$ cat config.mk
export PLATFORM = sky130hd
export DESIGN_NAME = bsc_switch_ctrl
export DESIGN_NICKNAME = d
export VERILOG_FILES = /design/src/bsc_pkg.sv /design/src/bsc_skip_if.sv /design/src/bsc_skip_cnt.sv /design/src/bsc_switch_ctrl.sv /design/src/bsc_sync.sv
export VERILOG_INCLUDE_DIRS = /design/src
export SDC_FILE = /design/constraint.sdc
export NUM_CORES = 1
export LEC_CHECK = 0
export BUFFER_PORTS_ARGS = -buffer_cell sky130_fd_sc_hd__clkbuf_2
export CAP_MARGIN = 20
export CORE_ASPECT_RATIO = 1.4
export CORE_MARGIN = 4
export CORE_UTILIZATION = 42
export DETAILED_ROUTE_END_ITERATION = 16
export PLACE_DENSITY = 0.62
export SYNTH_ARGS = -nofsm -noshare
export SYNTH_HDL_FRONTEND = slang
export SYNTH_SLANG_ARGS = --single-unit
$ cat constraint.sdc
create_clock -name core_clk -period 4.7 [get_ports core_clk]
set_input_delay 0.235 -clock core_clk [delete_from_list [all_inputs] [get_ports core_clk]]
set_output_delay 0.235 -clock core_clk [all_outputs]
set_load 0.005 [all_outputs]
$ cat src/bsc_map.svh
// Timing constants and bit positions for the buck switch sequencing logic
`ifndef BSC_MAP_SVH
`define BSC_MAP_SVH
// ----------------------------------------------------------------
// Clock
// ----------------------------------------------------------------
`define BSC_CLK_MHZ 20
// ----------------------------------------------------------------
// Times as specified
// ----------------------------------------------------------------
`define BSC_DIM_TO_MS 42
`define BSC_BOOT_IDLE_MS 3
`define BSC_DISCH_US 530
`define BSC_PD_TIMEOUT_US 1
`define BSC_BLANK_NS 120
`define BSC_MAX_ON_US 12
// ----------------------------------------------------------------
// Derived cycle counts (least times round up, longest round down)
// ----------------------------------------------------------------
`define BSC_DIM_TO_CYC (`BSC_DIM_TO_MS * 1000 * `BSC_CLK_MHZ)
`define BSC_BOOT_IDLE_CYC (`BSC_BOOT_IDLE_MS * 1000 * `BSC_CLK_MHZ)
`define BSC_DISCH_CYC (`BSC_DISCH_US * `BSC_CLK_MHZ)
`define BSC_PD_TIMEOUT_CYC (`BSC_PD_TIMEOUT_US * `BSC_CLK_MHZ)
`define BSC_BLANK_CYC ((`BSC_BLANK_NS * `BSC_CLK_MHZ + 999) / 1000)
`define BSC_MAX_ON_CYC (`BSC_MAX_ON_US * `BSC_CLK_MHZ)
`define BSC_MIN_OFF_CYC 4
`define BSC_PERIOD_CYC 80
`define BSC_SKIP_MAX 7
// ----------------------------------------------------------------
// Bit positions of the synchronised comparator bundle
// ----------------------------------------------------------------
`define BSC_IN_EN 0
`define BSC_IN_GATE 1
`define BSC_IN_OCP 2
`define BSC_IN_NEG 3
`define BSC_IN_CLOW 4
`define BSC_IN_ISKIP 5
`define BSC_IN_PWM 6
`define BSC_IN_OT 7
`define BSC_IN_SSD 8
`define BSC_IN_W 9
`endif

$ cat src/bsc_pkg.sv
// Types shared by the buck switch sequencing logic
package bsc_pkg;
  typedef enum logic [2:0] {
    BSC_ST_OFF,
    BSC_ST_DISCH,
    BSC_ST_SS,
    BSC_ST_RUN,
    BSC_ST_THERM
  } bsc_state_e;
  typedef logic [2:0] bsc_skip_t;
endpackage

$ cat src/bsc_skip_if.sv
// Link between the switch sequencer and the overcurrent skip counter
`timescale 1ns/1ps
interface bsc_skip_if;
  import bsc_pkg::*;
  logic eval;
  logic ocp_hit;
  logic period_tick;
  logic clear;
  logic skip_busy;
  bsc_skip_t skip_level;
  modport ctrl (output eval, output ocp_hit, output period_tick, output clear,
                input skip_busy, input skip_level);
  modport cnt (input eval, input ocp_hit, input period_tick, input clear,
               output skip_busy, output skip_level);
endinterface

$ cat src/bsc_skip_cnt.sv
// Saturating overcurrent skip counter
`timescale 1ns/1ps
`include "bsc_map.svh"
module bsc_skip_cnt (
  input wire logic core_clk,
  input wire logic sys_rst,
  bsc_skip_if.cnt sk
);
  import bsc_pkg::*;
  bsc_skip_t level_ff;
  bsc_skip_t remain_ff;

  // Level moves one step per blanking-end check
  always_ff @(posedge core_clk)
  begin
    if (sys_rst || sk.clear)
      level_ff <= '0;
    else if (sk.eval && sk.ocp_hit && level_ff != 3'(`BSC_SKIP_MAX))
      level_ff <= level_ff + 3'h1;
    else if (sk.eval && !sk.ocp_hit && level_ff != 3'h0)
      level_ff <= level_ff - 3'h1;
  end

  // Remaining periods to skip before the next conduction
  always_ff @(posedge core_clk)
  begin
    if (sys_rst || sk.clear)
      remain_ff <= '0;
    else if (sk.eval && sk.ocp_hit)
      remain_ff <= (level_ff == 3'(`BSC_SKIP_MAX)) ? level_ff : level_ff + 3'h1;
    // A clean check still skips, one period fewer, so the rate recovers in steps
    else if (sk.eval)
      remain_ff <= (level_ff == 3'h0) ? level_ff : level_ff - 3'h1;
    else if (sk.period_tick && remain_ff != 3'h0)
      remain_ff <= remain_ff - 3'h1;
  end

  assign sk.skip_busy = (remain_ff != 3'h0);
  assign sk.skip_level = level_ff;

  a_skip_saturate: assert property (@(posedge core_clk) disable iff (sys_rst)
    (sk.eval && sk.ocp_hit && !sk.clear && level_ff == 3'h7) |=> level_ff == 3'h7)
    else $error("skip level left saturation");
  a_skip_floor: assert property (@(posedge core_clk) disable iff (sys_rst)
    (sk.eval && !sk.ocp_hit && level_ff != 3'h0 && !sk.clear) |=>
    level_ff == $past(level_ff) - 3'h1)
    else $error("skip level did not step down");
endmodule // bsc_skip_cnt

$ cat src/bsc_switch_ctrl.sv
// Buck switch sequencing: dimming, soft-start, skip, boot refresh, OCP, thermal
`timescale 1ns/1ps
`include "bsc_map.svh"
module bsc_switch_ctrl #(
  parameter logic [19:0] DIM_TO_CYC = 20'(`BSC_DIM_TO_CYC),
  parameter logic [15:0] BOOT_IDLE_CYC = 16'(`BSC_BOOT_IDLE_CYC),
  parameter logic [13:0] DISCH_CYC = 14'(`BSC_DISCH_CYC)
) (
  input wire logic core_clk,
  input wire logic sys_rst,
  input wire logic enable_in,
  input wire logic brightness_gate,
  input wire logic ocp_cmp,
  input wire logic neg_cur_cmp,
  input wire logic comp_low_cmp,
  input wire logic skip_cur_cmp,
  input wire logic pwm_end_cmp,
  input wire logic over_temp_cmp,
  input wire logic ss_done_cmp,
  output logic high_side_switch,
  output logic switch_node_pulldown,
  output logic comp_park,
  output logic osc_idle,
  output logic phase_sync_line,
  output logic ss_discharge,
  output logic ss_ramp
);
  import bsc_pkg::*;

  // ----------------------------------------------------------------
  // Input synchronisation
  // ----------------------------------------------------------------
  logic [`BSC_IN_W-1:0] raw_in;
  logic [`BSC_IN_W-1:0] syn_in;
  logic en_s, gate_s, ocp_s, neg_s, clow_s, iskip_s, pwm_s, ot_s, ssd_s;

  assign raw_in = {ss_done_cmp, over_temp_cmp, pwm_end_cmp, skip_cur_cmp, comp_low_cmp,
                   neg_cur_cmp, ocp_cmp, brightness_gate, enable_in};

  bsc_sync #(.W(`BSC_IN_W)) bsc_sync_inst (
    .core_clk(core_clk),
    .sys_rst(sys_rst),
    .async_in(raw_in),
    .sync_out(syn_in)
  );

  assign en_s = syn_in[`BSC_IN_EN];
  assign gate_s = syn_in[`BSC_IN_GATE];
  assign ocp_s = syn_in[`BSC_IN_OCP];
  assign neg_s = syn_in[`BSC_IN_NEG];
  assign clow_s = syn_in[`BSC_IN_CLOW];
  assign iskip_s = syn_in[`BSC_IN_ISKIP];
  assign pwm_s = syn_in[`BSC_IN_PWM];
  assign ot_s = syn_in[`BSC_IN_OT];
  assign ssd_s = syn_in[`BSC_IN_SSD];

  // ----------------------------------------------------------------
  // Declarations
  // ----------------------------------------------------------------
  bsc_state_e state_ff;
  bsc_state_e nxt_state;
  logic [13:0] disch_cnt_ff;
  logic [19:0] dim_cnt_ff;
  logic [7:0] osc_cnt_ff;
  logic [7:0] on_cnt_ff;
  logic [15:0] off_cnt_ff;
  logic [4:0] pd_cnt_ff;
  logic hs_on_ff;
  logic pd_ff;
  logic idle_ff;
  logic sync_ff;
  logic park_ff;
  logic pskip_ff;
  logic switching;
  logic period_start;
  logic start_ok;
  logic blank_end;
  logic stop_now;
  logic max_on_hit;
  logic boot_hit;
  bsc_skip_if sk();

  bsc_skip_cnt bsc_skip_cnt_inst (
    .core_clk(core_clk),
    .sys_rst(sys_rst),
    .sk(sk)
  );

  function automatic logic cnt_reached(input logic [19:0] cnt, input logic [19:0] lim);
    cnt_reached = (cnt >= lim);
  endfunction

  // ----------------------------------------------------------------
  // Sequencer
  // ----------------------------------------------------------------
  assign switching = (state_ff == BSC_ST_SS) || (state_ff == BSC_ST_RUN);

  always_comb
  begin
    nxt_state = state_ff;
    unique case (state_ff)
      BSC_ST_OFF:
        if (en_s && gate_s)
          nxt_state = BSC_ST_DISCH;
      BSC_ST_DISCH:
        if (cnt_reached({6'h0, disch_cnt_ff}, {6'h0, DISCH_CYC}))
          nxt_state = BSC_ST_SS;
      BSC_ST_SS:
        if (ssd_s)
          nxt_state = BSC_ST_RUN;
      BSC_ST_RUN:
        nxt_state = BSC_ST_RUN;
      BSC_ST_THERM:
        if (!ot_s)
          nxt_state = BSC_ST_DISCH;
    endcase
    // Resume after a long dim must redo the whole ramp, not just re-enable
    if (switching && idle_ff && gate_s)
      nxt_state = BSC_ST_DISCH;
    if (ot_s && state_ff != BSC_ST_OFF)
      nxt_state = BSC_ST_THERM;
    if (!en_s)
      nxt_state = BSC_ST_OFF;
  end

  always_ff @(posedge core_clk)
  begin
    if (sys_rst)
      state_ff <= BSC_ST_OFF;
    else
      state_ff <= nxt_state;
  end

  always_ff @(posedge core_clk)
  begin
    if (sys_rst || state_ff != BSC_ST_DISCH)
      disch_cnt_ff <= '0;
    else if (disch_cnt_ff != DISCH_CYC)
      disch_cnt_ff <= disch_cnt_ff + 14'h1;
  end

  always_ff @(posedge core_clk)
  begin
    if (sys_rst)
    begin
      ss_discharge <= 1'b1;
      ss_ramp <= 1'b0;
    end
    else
    begin
      ss_discharge <= (nxt_state != BSC_ST_SS) && (nxt_state != BSC_ST_RUN);
      ss_ramp <= (nxt_state == BSC_ST_SS);
    end
  end

  // ----------------------------------------------------------------
  // Dimming: park, idle timeout
  // ----------------------------------------------------------------
  always_ff @(posedge core_clk)
  begin
    if (sys_rst || gate_s || !switching)
      dim_cnt_ff <= '0;
    else if (dim_cnt_ff != DIM_TO_CYC)
      dim_cnt_ff <= dim_cnt_ff + 20'h1;
  end

  always_ff @(posedge core_clk)
  begin
    if (sys_rst || !en_s || gate_s)
      idle_ff <= 1'b0;
    else if (switching && cnt_reached(dim_cnt_ff, DIM_TO_CYC))
      idle_ff <= 1'b1;
  end

  always_ff @(posedge core_clk)
  begin
    if (sys_rst)
      park_ff <= 1'b0;
    else
      park_ff <= switching && !gate_s;
  end

  // ----------------------------------------------------------------
  // Oscillator and phase sync (half period shifted)
  // ----------------------------------------------------------------
  always_ff @(posedge core_clk)
  begin
    if (sys_rst || idle_ff || !en_s)
      osc_cnt_ff <= '0;
    else if (osc_cnt_ff == 8'(`BSC_PERIOD_CYC - 1))
      osc_cnt_ff <= '0;
    else
      osc_cnt_ff <= osc_cnt_ff + 8'h1;
  end

  assign period_start = en_s && !idle_ff && (osc_cnt_ff == 8'h0);

  always_ff @(posedge core_clk)
  begin
    if (sys_rst || idle_ff || !en_s)
      sync_ff <= 1'b0;
    else
      sync_ff <= (osc_cnt_ff >= 8'(`BSC_PERIOD_CYC / 2 - 1)) &&
                 (osc_cnt_ff != 8'(`BSC_PERIOD_CYC - 1));
  end

  // ----------------------------------------------------------------
  // High-side switch
  // ----------------------------------------------------------------
  always_ff @(posedge core_clk)
  begin
    if (sys_rst || !switching)
      pskip_ff <= 1'b0;
    // A period refused for low error level marks pulse-skip mode for the next pulse
    else if (period_start && clow_s)
      pskip_ff <= 1'b1;
    else if (stop_now)
      pskip_ff <= 1'b0;
  end

  assign start_ok = switching && gate_s && period_start && !sk.skip_busy && !clow_s
                    && !ot_s && (off_cnt_ff >= 16'(`BSC_MIN_OFF_CYC));
  // Overcurrent looked at only once blanking ends; earlier noise is ignored
  assign blank_end = hs_on_ff && (on_cnt_ff == 8'(`BSC_BLANK_CYC));
  assign max_on_hit = hs_on_ff && (on_cnt_ff == 8'(`BSC_MAX_ON_CYC - 1));
  // Minimum on-time equals the blanking window
  assign stop_now = hs_on_ff && (ot_s || !switching || max_on_hit || (blank_end && ocp_s)
                    || ((on_cnt_ff >= 8'(`BSC_BLANK_CYC)) &&
                        (!gate_s || pwm_s || (pskip_ff && iskip_s))));

  always_ff @(posedge core_clk)
  begin
    if (sys_rst)
      hs_on_ff <= 1'b0;
    else if (stop_now)
      hs_on_ff <= 1'b0;
    else if (start_ok && !pd_ff)
      hs_on_ff <= 1'b1;
  end

  always_ff @(posedge core_clk)
  begin
    if (sys_rst || !hs_on_ff)
      on_cnt_ff <= '0;
    else
      on_cnt_ff <= on_cnt_ff + 8'h1;
  end

  always_ff @(posedge core_clk)
  begin
    if (sys_rst)
      off_cnt_ff <= 16'(`BSC_MIN_OFF_CYC);
    else if (hs_on_ff)
      off_cnt_ff <= '0;
    else if (off_cnt_ff != BOOT_IDLE_CYC)
      off_cnt_ff <= off_cnt_ff + 16'h1;
  end

  // ----------------------------------------------------------------
  // Switch-node pulldown
  // ----------------------------------------------------------------
  assign boot_hit = !hs_on_ff && en_s && (off_cnt_ff == BOOT_IDLE_CYC - 16'h1);

  always_ff @(posedge core_clk)
  begin
    if (sys_rst)
      pd_ff <= 1'b0;
    else if (max_on_hit || boot_hit)
      pd_ff <= 1'b1;
    else if (pd_ff && (neg_s || pd_cnt_ff == 5'(`BSC_PD_TIMEOUT_CYC - 1)))
      pd_ff <= 1'b0;
  end

  always_ff @(posedge core_clk)
  begin
    if (sys_rst || !pd_ff)
      pd_cnt_ff <= '0;
    else
      pd_cnt_ff <= pd_cnt_ff + 5'h1;
  end

  // ----------------------------------------------------------------
  // Skip counter hookup
  // ----------------------------------------------------------------
  assign sk.eval = blank_end;
  assign sk.ocp_hit = ocp_s;
  assign sk.period_tick = period_start;
  assign sk.clear = !switching;

  assign high_side_switch = hs_on_ff;
  assign switch_node_pulldown = pd_ff;
  assign comp_park = park_ff;
  assign osc_idle = idle_ff;
  assign phase_sync_line = sync_ff;

  // ----------------------------------------------------------------
  // Checks
  // ----------------------------------------------------------------
  a_gate_no_start: assert property (@(posedge core_clk) disable iff (sys_rst)
    $rose(hs_on_ff) |-> $past(gate_s))
    else $error("switch started with gate low");
  a_min_on_kept: assert property (@(posedge core_clk) disable iff (sys_rst)
    ($fell(hs_on_ff) && !$past(ot_s) && $past(switching)) |->
    $past(on_cnt_ff) >= 8'(`BSC_BLANK_CYC))
    else $error("switch cut before minimum on-time");
  a_park_dim: assert property (@(posedge core_clk) disable iff (sys_rst)
    (switching && !gate_s) |=> comp_park)
    else $error("error level not parked while dimmed");
  a_idle_long_low: assert property (@(posedge core_clk) disable iff (sys_rst)
    $rose(idle_ff) |-> $past(dim_cnt_ff) == DIM_TO_CYC)
    else $error("oscillator idled too early");
  a_resume_softstart: assert property (@(posedge core_clk) disable iff (sys_rst)
    (idle_ff && gate_s && switching && en_s && !ot_s) |=> state_ff == BSC_ST_DISCH)
    else $error("no fresh soft-start after long dim");
  a_skip_hold_off: assert property (@(posedge core_clk) disable iff (sys_rst)
    (clow_s && !hs_on_ff) |=> !hs_on_ff)
    else $error("switch started with low error level");
  a_boot_refresh: assert property (@(posedge core_clk) disable iff (sys_rst)
    boot_hit |=> pd_ff)
    else $error("bootstrap refresh pulldown missing");
  a_min_off_kept: assert property (@(posedge core_clk) disable iff (sys_rst)
    $rose(hs_on_ff) |-> $past(off_cnt_ff) >= 16'(`BSC_MIN_OFF_CYC))
    else $error("minimum off interval violated");
  a_max_on_bound: assert property (@(posedge core_clk) disable iff (sys_rst)
    hs_on_ff |-> on_cnt_ff < 8'(`BSC_MAX_ON_CYC))
    else $error("on interval exceeded maximum");
  a_pd_timeout: assert property (@(posedge core_clk) disable iff (sys_rst)
    ($rose(pd_ff) && !max_on_hit && !boot_hit) |-> ##[1:20] !pd_ff)
    else $error("pulldown held past timeout");
  a_ocp_cut: assert property (@(posedge core_clk) disable iff (sys_rst)
    (blank_end && ocp_s) |=> !hs_on_ff)
    else $error("overcurrent did not end conduction");
  a_thermal_off: assert property (@(posedge core_clk) disable iff (sys_rst)
    ot_s |=> !hs_on_ff ##0 (state_ff == BSC_ST_THERM || state_ff == BSC_ST_OFF))
    else $error("overtemperature did not shut down");
  a_disch_before_ramp: assert property (@(posedge core_clk) disable iff (sys_rst)
    (state_ff == BSC_ST_DISCH && nxt_state == BSC_ST_SS) |-> disch_cnt_ff == DISCH_CYC)
    else $error("discharge interval too short");
endmodule // bsc_switch_ctrl

$ cat src/bsc_sync.sv
// Two-stage synchroniser for the asynchronous comparator inputs
`timescale 1ns/1ps
module bsc_sync #(
  parameter int W = 1
) (
  input wire logic core_clk,
  input wire logic sys_rst,
  input wire logic [W-1:0] async_in,
  output logic [W-1:0] sync_out
);
  logic [W-1:0] meta_ff;

  always_ff @(posedge core_clk)
  begin
    if (sys_rst)
    begin
      meta_ff <= '0;
      sync_out <= '0;
    end
    else
    begin
      meta_ff <= async_in;
      sync_out <= meta_ff;
    end
  end
endmodule // bsc_sync
==> results.py, run 1 <==
metrics = {
    "status": {
        "status": "complete, no violations",
    },
    "routing": {
        "detail_route.wl_per_cell_um": 13.0,
        "drtAntennaViolNets": 0,
        "drcViolationCount": 0,
        "drt_iter0_drc": 100,
        "wl_um": 9450,
        "drtPass1Iterations": 4,
        "vias": 3899,
        "vias_per_cell": 5.36,
    },
    "logic_synthesis": {
        "synthSimpleGateAreaFrac": 0.292,
        "ys_seq_area_frac": 0.427,
        "yosys_register_bits": 106,
        "synth_area_leaders": "dfxtp_1, nor2_1, ha_1, xor2_1, xnor2_1",
        "yosys_warnings": 0,
        "avgSynthCellArea_um2": 8.67,
        "synthArstFlopShare": 0,
        "synth_edf_count": 0,
        "netlist-cell-type-count": 54,
        "synth.top_cell.area_share": 0.427,
        "synth-xor-area-share": 0.0740,
        "synth_top_family_by_area": "simple AND/OR/NAND/NOR gates",
        "netlist_instances": 573,
        "synth_mux_area_frac": 0.00629,
        "syn_area_mm2": 0.00497,
        "synth_fa_ha_area_frac": 0.0428,
        "synth_ff_type": "dfxtp_1",
        "synth_compound_area_frac": 0.116,
        "yosys.area.top_type": "dfxtp_1",
        "syn-num-nets": 601,
    },
    "floorplan": {
        "die_x_um": 99.9,
        "die_h_um": 137,
        "start_util": 0.434,
        "num_io_pins": 18,
        "core_area_mm2": 0.0115,
        "die-area_mm2": 0.0137,
        "num_rows": 46,
    },
    "clocking": {
        "root_buffer": "clkbuf_16",
        "cts_hold_buf": 0,
        "cts_tree": "done",
        "post_cts_buffers": 0,
        "clockBufferDepth": 2,
        "cts.sinks": 106,
        "cts_made_buffers": 9,
        "cts-resized-gates": 0,
        "cts_htree_levels": 3,
        "clock_latency_ps": 350,
        "clkTransAtPathRegs_ps": 70,
    },
    "sta": {
        "slew_headroom": 0.496,
        "max_freq_mhz": 518,
        "drv_slew": 0,
        "tightest_slew_ps": 745,
        "min_period_ps": 1930,
        "min_period_over_period": 0.411,
        "hold_viol_final": 0,
        "finClkSkew_ps": 7.58,
        "finalSetupTns_ps": 0,
        "setup_viol": 0,
        "rsz0062_at_grt": "no",
    },
    "worst_setup_path": {
        "regToRegSetupSlack_ps": 2770,
        "critPathTopFamily": "simple AND/OR/NAND/NOR gates",
        "critPathMaxStageDelay_ps": 540,
        "path_depth": 4,
        "worst_setup_path_end_kind": "register",
        "r2r_cells": 4,
        "timing.rr.start": "state_ff[1]",
        "start_kind": "register",
        "cp_data_required_time_ps": 4990,
        "crit_path_start": "state_ff[1]",
        "crit_chain": "or3b_1 > nand2b_4 > or4_1 > nand2_1",
        "rr_endpoint": "dim_cnt_ff[12]",
        "endpoint": "dim_cnt_ff[12]",
        "crit_slowest_cell": "or4_1",
        "path_max_fanout": 21,
        "critPathKind": "register to register",
        "crit_buf_inv": 0,
        "cp.arrival_ps": 2220,
    },
    "job": {
        "drv_cap": 0,
    },
    "power": {
        "ir_drop_mv": 0.183,
        "switchingPower_mw": 0.365,
        "swShare": 0.212,
        "power_frac_seq": 0.531,
        "p_int_mw": 1.36,
        "pwr-share-clk": 0.450,
        "p_per_area_mw_per_mm2": 316,
        "p_leak_nw": 1.87,
        "combPwrFrac": 0.019,
    },
    "placed_design": {
        "placedCellCount": 712,
        "hpwl_um": 6770,
        "gp_congestion": 0.793,
        "port_buffers": 17,
    },
    "cells_and_area": {
        "drive_above_1_share": 0.0771,
        "fillers": 1101,
        "final_nets": 607,
        "num_antenna_cells": 0,
        "syn_to_final_growth_pct": 9.74,
        "final_util": 0.476,
        "fin_cells": 728,
    },
    "grt": {
        "grt_pass1_wl_um": 16700,
        "grtUsageTotal": 0.150,
        "grt-ovfl-total": 0,
        "antenna_found_initial": 0,
        "grt_pass1_vias": 3741,
        "grt_max_degree": 29,
    },
    "hold_path": {
        "hold_path_class": "input pin to register",
    },
}
-- area by class of cell --
class                           count  area, um2  area share
Multi-Input combinational cell    414       2640       0.484
Sequential cell                   106       2120       0.389
Clock buffer                       10        239      0.0438
Tap cell                          144        180      0.0330
Inverter                           31        116      0.0213
Timing Repair Buffer               17       85.1      0.0156
Clock inverter                      6       73.8      0.0135
-- cells in the mapped netlist (4+ instances only) --
| library cell | instances |
|---|---|
| dfxtp_1 | 106 |
| ha_1 | 17 |
| nor3b_1 | 5 |
| o21ai_0 | 21 |
| nand2b_1 | 8 |
| nor2b_1 | 20 |
| nand4_1 | 14 |
| nor2_1 | 61 |
| and3_1 | 8 |
| a21oi_1 | 27 |
| a31oi_1 | 4 |
| inv_1 | 31 |
| nor3_1 | 19 |
| and4_1 | 7 |
| xor2_1 | 23 |
| o211ai_1 | 6 |
| buf_2 | 6 |
| a211oi_1 | 7 |
| xnor2_1 | 19 |
| or3_1 | 13 |
| o31ai_1 | 7 |
| or4_1 | 8 |
| nor4_1 | 8 |
| and2_1 | 4 |
| nand2_1 | 30 |
| or3b_2 | 5 |
| a211o_1 | 4 |
| clkbuf_1 | 15 |
| nand3_1 | 31 |
-- power groups by stage --
stage,Clock (mW),Sequential (mW),Combinational [mW]
after global placement,0,0.936,0.0330
after global routing,0.836,0.917,0.0384
after CTS,0.802,0.915,0.0341
after detailed placement,0,0.936,0.0341
final,0.775,0.915,0.0334
after floorplan,0,0.933,0.0263
-- per-stage QoR --
step | instance area [um2] | setup WS, ps | hold slack [ps] | total power, mW
after floorplan | 4970 | 3050 | 363 | 0.959
after global placement | 5140 | 2650 | 423 | 0.969
after detailed placement | 5140 | 2600 | 427 | 0.970
after CTS | 5450 | 2750 | 81.9 | 1.75
after global routing | 5450 | 2640 | 91.4 | 1.79
final | 5450 | 2770 | 94.0 | 1.72
-- state kept, by name (all words and copies together) (netlist names) --
signal and count:
disch_cnt_ff 14, ss_discharge 1, osc_idle 1, bsc_skip_cnt_inst.sk.skip_level 3, bsc_sync_inst.meta_ff 9, dim_cnt_ff 20, pskip_ff 1, state_ff 3
phase_sync_line 1, high_side_switch 1, comp_park 1, bsc_skip_cnt_inst.remain_ff 3, bsc_sync_inst.sync_out 9, switch_node_pulldown 1, osc_cnt_ff 8, pd_cnt_ff 5
on_cnt_ff 8, ss_ramp 1, off_cnt_ff 16
-- worst min-delay path by stage --
| stage | from | endpoint | slack, ps | cells past startpoint |
|---|---|---|---|---|
| CTS | pwm_end_cmp | bsc_sync_inst.meta_ff[6] | 80 | 2 |
| detailed placement | bsc_sync_inst.meta_ff[6] | bsc_sync_inst.sync_out[6] | 430 | 1 |
| floorplan | enable_in | bsc_sync_inst.meta_ff[0] | 360 | 1 |
| global placement | bsc_sync_inst.meta_ff[2] | bsc_sync_inst.sync_out[2] | 420 | 1 |
| finish | pwm_end_cmp | bsc_sync_inst.meta_ff[6] | 90 | 2 |
| global route | brightness_gate | bsc_sync_inst.meta_ff[1] | 90 | 2 |
-- logic make-up (layout without fill, tap and decap cells) --
kind of cell             count (synthesis)  after routing
multiplexers                             3              3
AND/OR/NAND/NOR                        261            261
flip-flops                             106            106
XOR/XNOR                                42             42
buffers and inverters                   53             64
AO/OA/AOI/OAI                           91             91
adder cells (fa/ha/maj)                 17             17
-- layer usage --
metal	vias to the layer above	part of all wire	track usage
met4	0	0.016	0.0577
met5	-	0	0
met3	9	0.024	0.0347
li1	2032	-	-
met1	1819	0.46	0.176
met2	39	0.50	0.262
-- worst register-to-register path, stage by stage (launching register included) --
cell      delay, ps
dfxtp_1         470
or3b_1          500
nand2b_4        290
or4_1           540
nand2_1          80
-- cell usage in the layout (no fill, tap or decap), drive strengths merged, types with 13 or more instances in the layout --
cell,n
nand2,30
ha,17
or3,13
nor2b,20
clkbuf,27
dfxtp,106
nor3,19
xnor2,19
nor2,61
a21oi,27
nand4,14
inv,33
nand3,31
xor2,23
o21ai,21
Power figures use the tool's default switching activity.
==> inputs of run 2 (changes only) <==
==> constraint.sdc (replaced) <==
create_clock -name core_clk -period 1.9 [get_ports core_clk]
set_input_delay 0.095 -clock core_clk [delete_from_list [all_inputs] [get_ports core_clk]]
set_output_delay 0.095 -clock core_clk [all_outputs]
set_load 0.005 [all_outputs]
==> run 2 against run 1 <==
Effect of this change:
- worst hold slack worse by 72 ps
- non-clock buffer count rose by 25
- clock power is 130% higher
- largest power group unchanged
- critical path depth is 2 higher
- first-iteration DRC count up 110%
- highest routed layer unchanged
- clock skew shrank 0.86 ps
- die area unchanged
- sequential power rose by 150%
- utilization is 1.7 points higher
- register-to-register slack worse by 2600 ps
==> results.py, run 2 (synthesized netlist as in run 1, its figures left out) <==
metrics = {
    "worst_setup_path": {
        "cp_data_required_time_ps": 2160,
        "worst_setup_path_end_kind": "register",
        "critPathTopFamily": "simple AND/OR/NAND/NOR gates",
        "cp.arrival_ps": 2040,
        "regToRegSetupSlack_ps": 120,
        "path_max_fanout": 4,
        "crit_slowest_cell": "nor4bb_1",
        "critPathMaxStageDelay_ps": 400,
        "critPathKind": "register to register",
        "start_kind": "register",
        "crit_buf_inv": 1,
        "crit_chain": "inv_1 > ha_1 > nor4bb_1 > nand4_1 > mux2_2 > a211oi_1",
    },
    "cells_and_area": {
        "multi_input_area_mm2": 0.00264,
        "largestRegisters": "dim_cnt_ff: 20 flops, off_cnt_ff: 16 flops, disch_cnt_ff: 14 flops",
        "num_antenna_cells": 0,
        "largest_reg_flops": 20,
        "final_cell_mix": "dfxtp_1, nor2_1, inv_1, nand3_1, nand2_1",
        "fillers": 1091,
        "final_nets": 632,
        "seq_area_mm2": 0.00212,
        "max_flop_register": "dim_cnt_ff",
        "syn_to_final_growth_pct": 13.6,
        "drive_above_1_share": 0.102,
        "final_common_cell": "dfxtp_1",
    },
    "sta": {
        "slew_headroom": 0.711,
        "setup_viol": 0,
        "hold_viol_final": 0,
        "rsz0062_at_grt": "no",
        "finClkSkew_ps": 6.72,
        "min_period_ps": 1780,
        "drv_slew": 0,
        "min_period_over_period": 0.936,
        "finalSetupTns_ps": 0,
        "holdWs_ps": 22.0,
        "tightest_slew_ps": 430,
        "max_freq_mhz": 563,
    },
    "floorplan": {
        "num_io_pins": 18,
        "die_h_um": 137,
        "die-area_mm2": 0.0137,
        "die_x_um": 99.9,
        "num_rows": 46,
        "core_area_mm2": 0.0115,
        "start_util": 0.434,
    },
    "clocking": {
        "cts.sinks": 106,
        "clock_latency_ps": 350,
        "clockBufferDepth": 2,
        "post_cts_buffers": 0,
        "clkTransAtPathRegs_ps": 70,
        "cts_tree": "done",
        "cts_htree_levels": 3,
        "root_buffer": "clkbuf_16",
        "cts_made_buffers": 9,
    },
    "routing": {
        "drtAntennaViolNets": 0,
        "drt_iter0_drc": 209,
        "vias": 4036,
        "wl_um": 9960,
        "drtPass1Iterations": 4,
        "drcViolationCount": 0,
        "vias_per_cell": 5.36,
        "detail_route.wl_per_cell_um": 13.2,
    },
    "placed_design": {
        "gp_congestion": 0.815,
        "hpwl_um": 7190,
        "port_buffers": 17,
    },
    "grt": {
        "grt_max_degree": 20,
        "grt_pass1_wl_um": 17600,
        "grt-ovfl-total": 0,
        "grt_pass1_vias": 3847,
        "grtUsageTotal": 0.156,
        "antenna_found_initial": 0,
    },
    "power": {
        "p_per_area_mw_per_mm2": 737,
        "fin_total_pwr_mw": 4.16,
        "ir_drop_mv": 0.477,
        "p_leak_nw": 1.98,
    },
    "job": {
        "drv_cap": 0,
    },
    "status": {
        "status": "complete, no violations",
    },
    "hold_path": {
        "hold_path_class": "input pin to register",
    },
}
[run 2: cell count changes in the layout (fill, tap and decap cells not counted), sizes merged]
cell and change:
clkinv +4, dlygate4sd3 +9, clkbuf -1, clkinvlp -2, buf +16, bufinv -1
[run 2: repair_timing]
item,in CTS,in global routing
setup endpoints to repair,0,2
resized for setup,0,1
hold buffers,9,0
hold endpoints to repair,9,0
[run 2: through the flow]
step | instance area (um2) | cells | util | worst slack [ps]
final | 5650 | 753 | 0.493 | 122
after global routing | 5650 | 753 | 0.493 | 8.28
after CTS | 5640 | 753 | 0.493 | 110
after detailed placement | 5260 | 728 | 0.459 | 152
after global placement | 5260 | 728 | 0.459 | 199
after floorplan | 4970 | 573 | - | 253
[run 2: power breakdown]
part	internal, mW	leakage, nW	switching, mW
Combinational	0.0564	0.979	0.0493
Sequential	2.24	0.858	0.0177
Clock	0.914	0.143	0.880
[run 2: final cells by class]
class                      instances  share of cell area
sequential                       106               0.376
multi-input combinational        414               0.468
timing repair buffer              42              0.0523
clock inverter                     7              0.0115
tap                              144              0.0319
inverter                          31              0.0206
clock buffer                       9              0.0399
[run 2: path summary, 6_finish.rpt]
check | from | endpoint | cells past startpoint
worst min-delay path | sys_rst | bsc_sync_inst.meta_ff[0] | 2
worst max register to register | osc_cnt_ff[0] | bsc_skip_cnt_inst.remain_ff[1] | 6
worst min register to register | bsc_sync_inst.meta_ff[4] | bsc_sync_inst.sync_out[4] | 1
worst max-delay path | osc_cnt_ff[0] | bsc_skip_cnt_inst.remain_ff[1] | 6
[run 2: worst reg2reg max path, cell delays in order (launching register included)]
cell and delay, ps:
dfxtp_1 340, inv_1 60, ha_1 120, nor4bb_1 400, nand4_1 220, mux2_2 330
a211oi_1 230
[run 2: metal layers]
| layer | GRT usage | vias to the layer above | part of all wire |
|---|---|---|---|
| li1 | - | 2073 | - |
| met1 | 0.191 | 1895 | 0.44 |
| met2 | 0.269 | 50 | 0.51 |
| met3 | 0.0240 | 18 | 0.026 |
| met4 | 0.0714 | 0 | 0.022 |
| met5 | 0 | - | 0 |
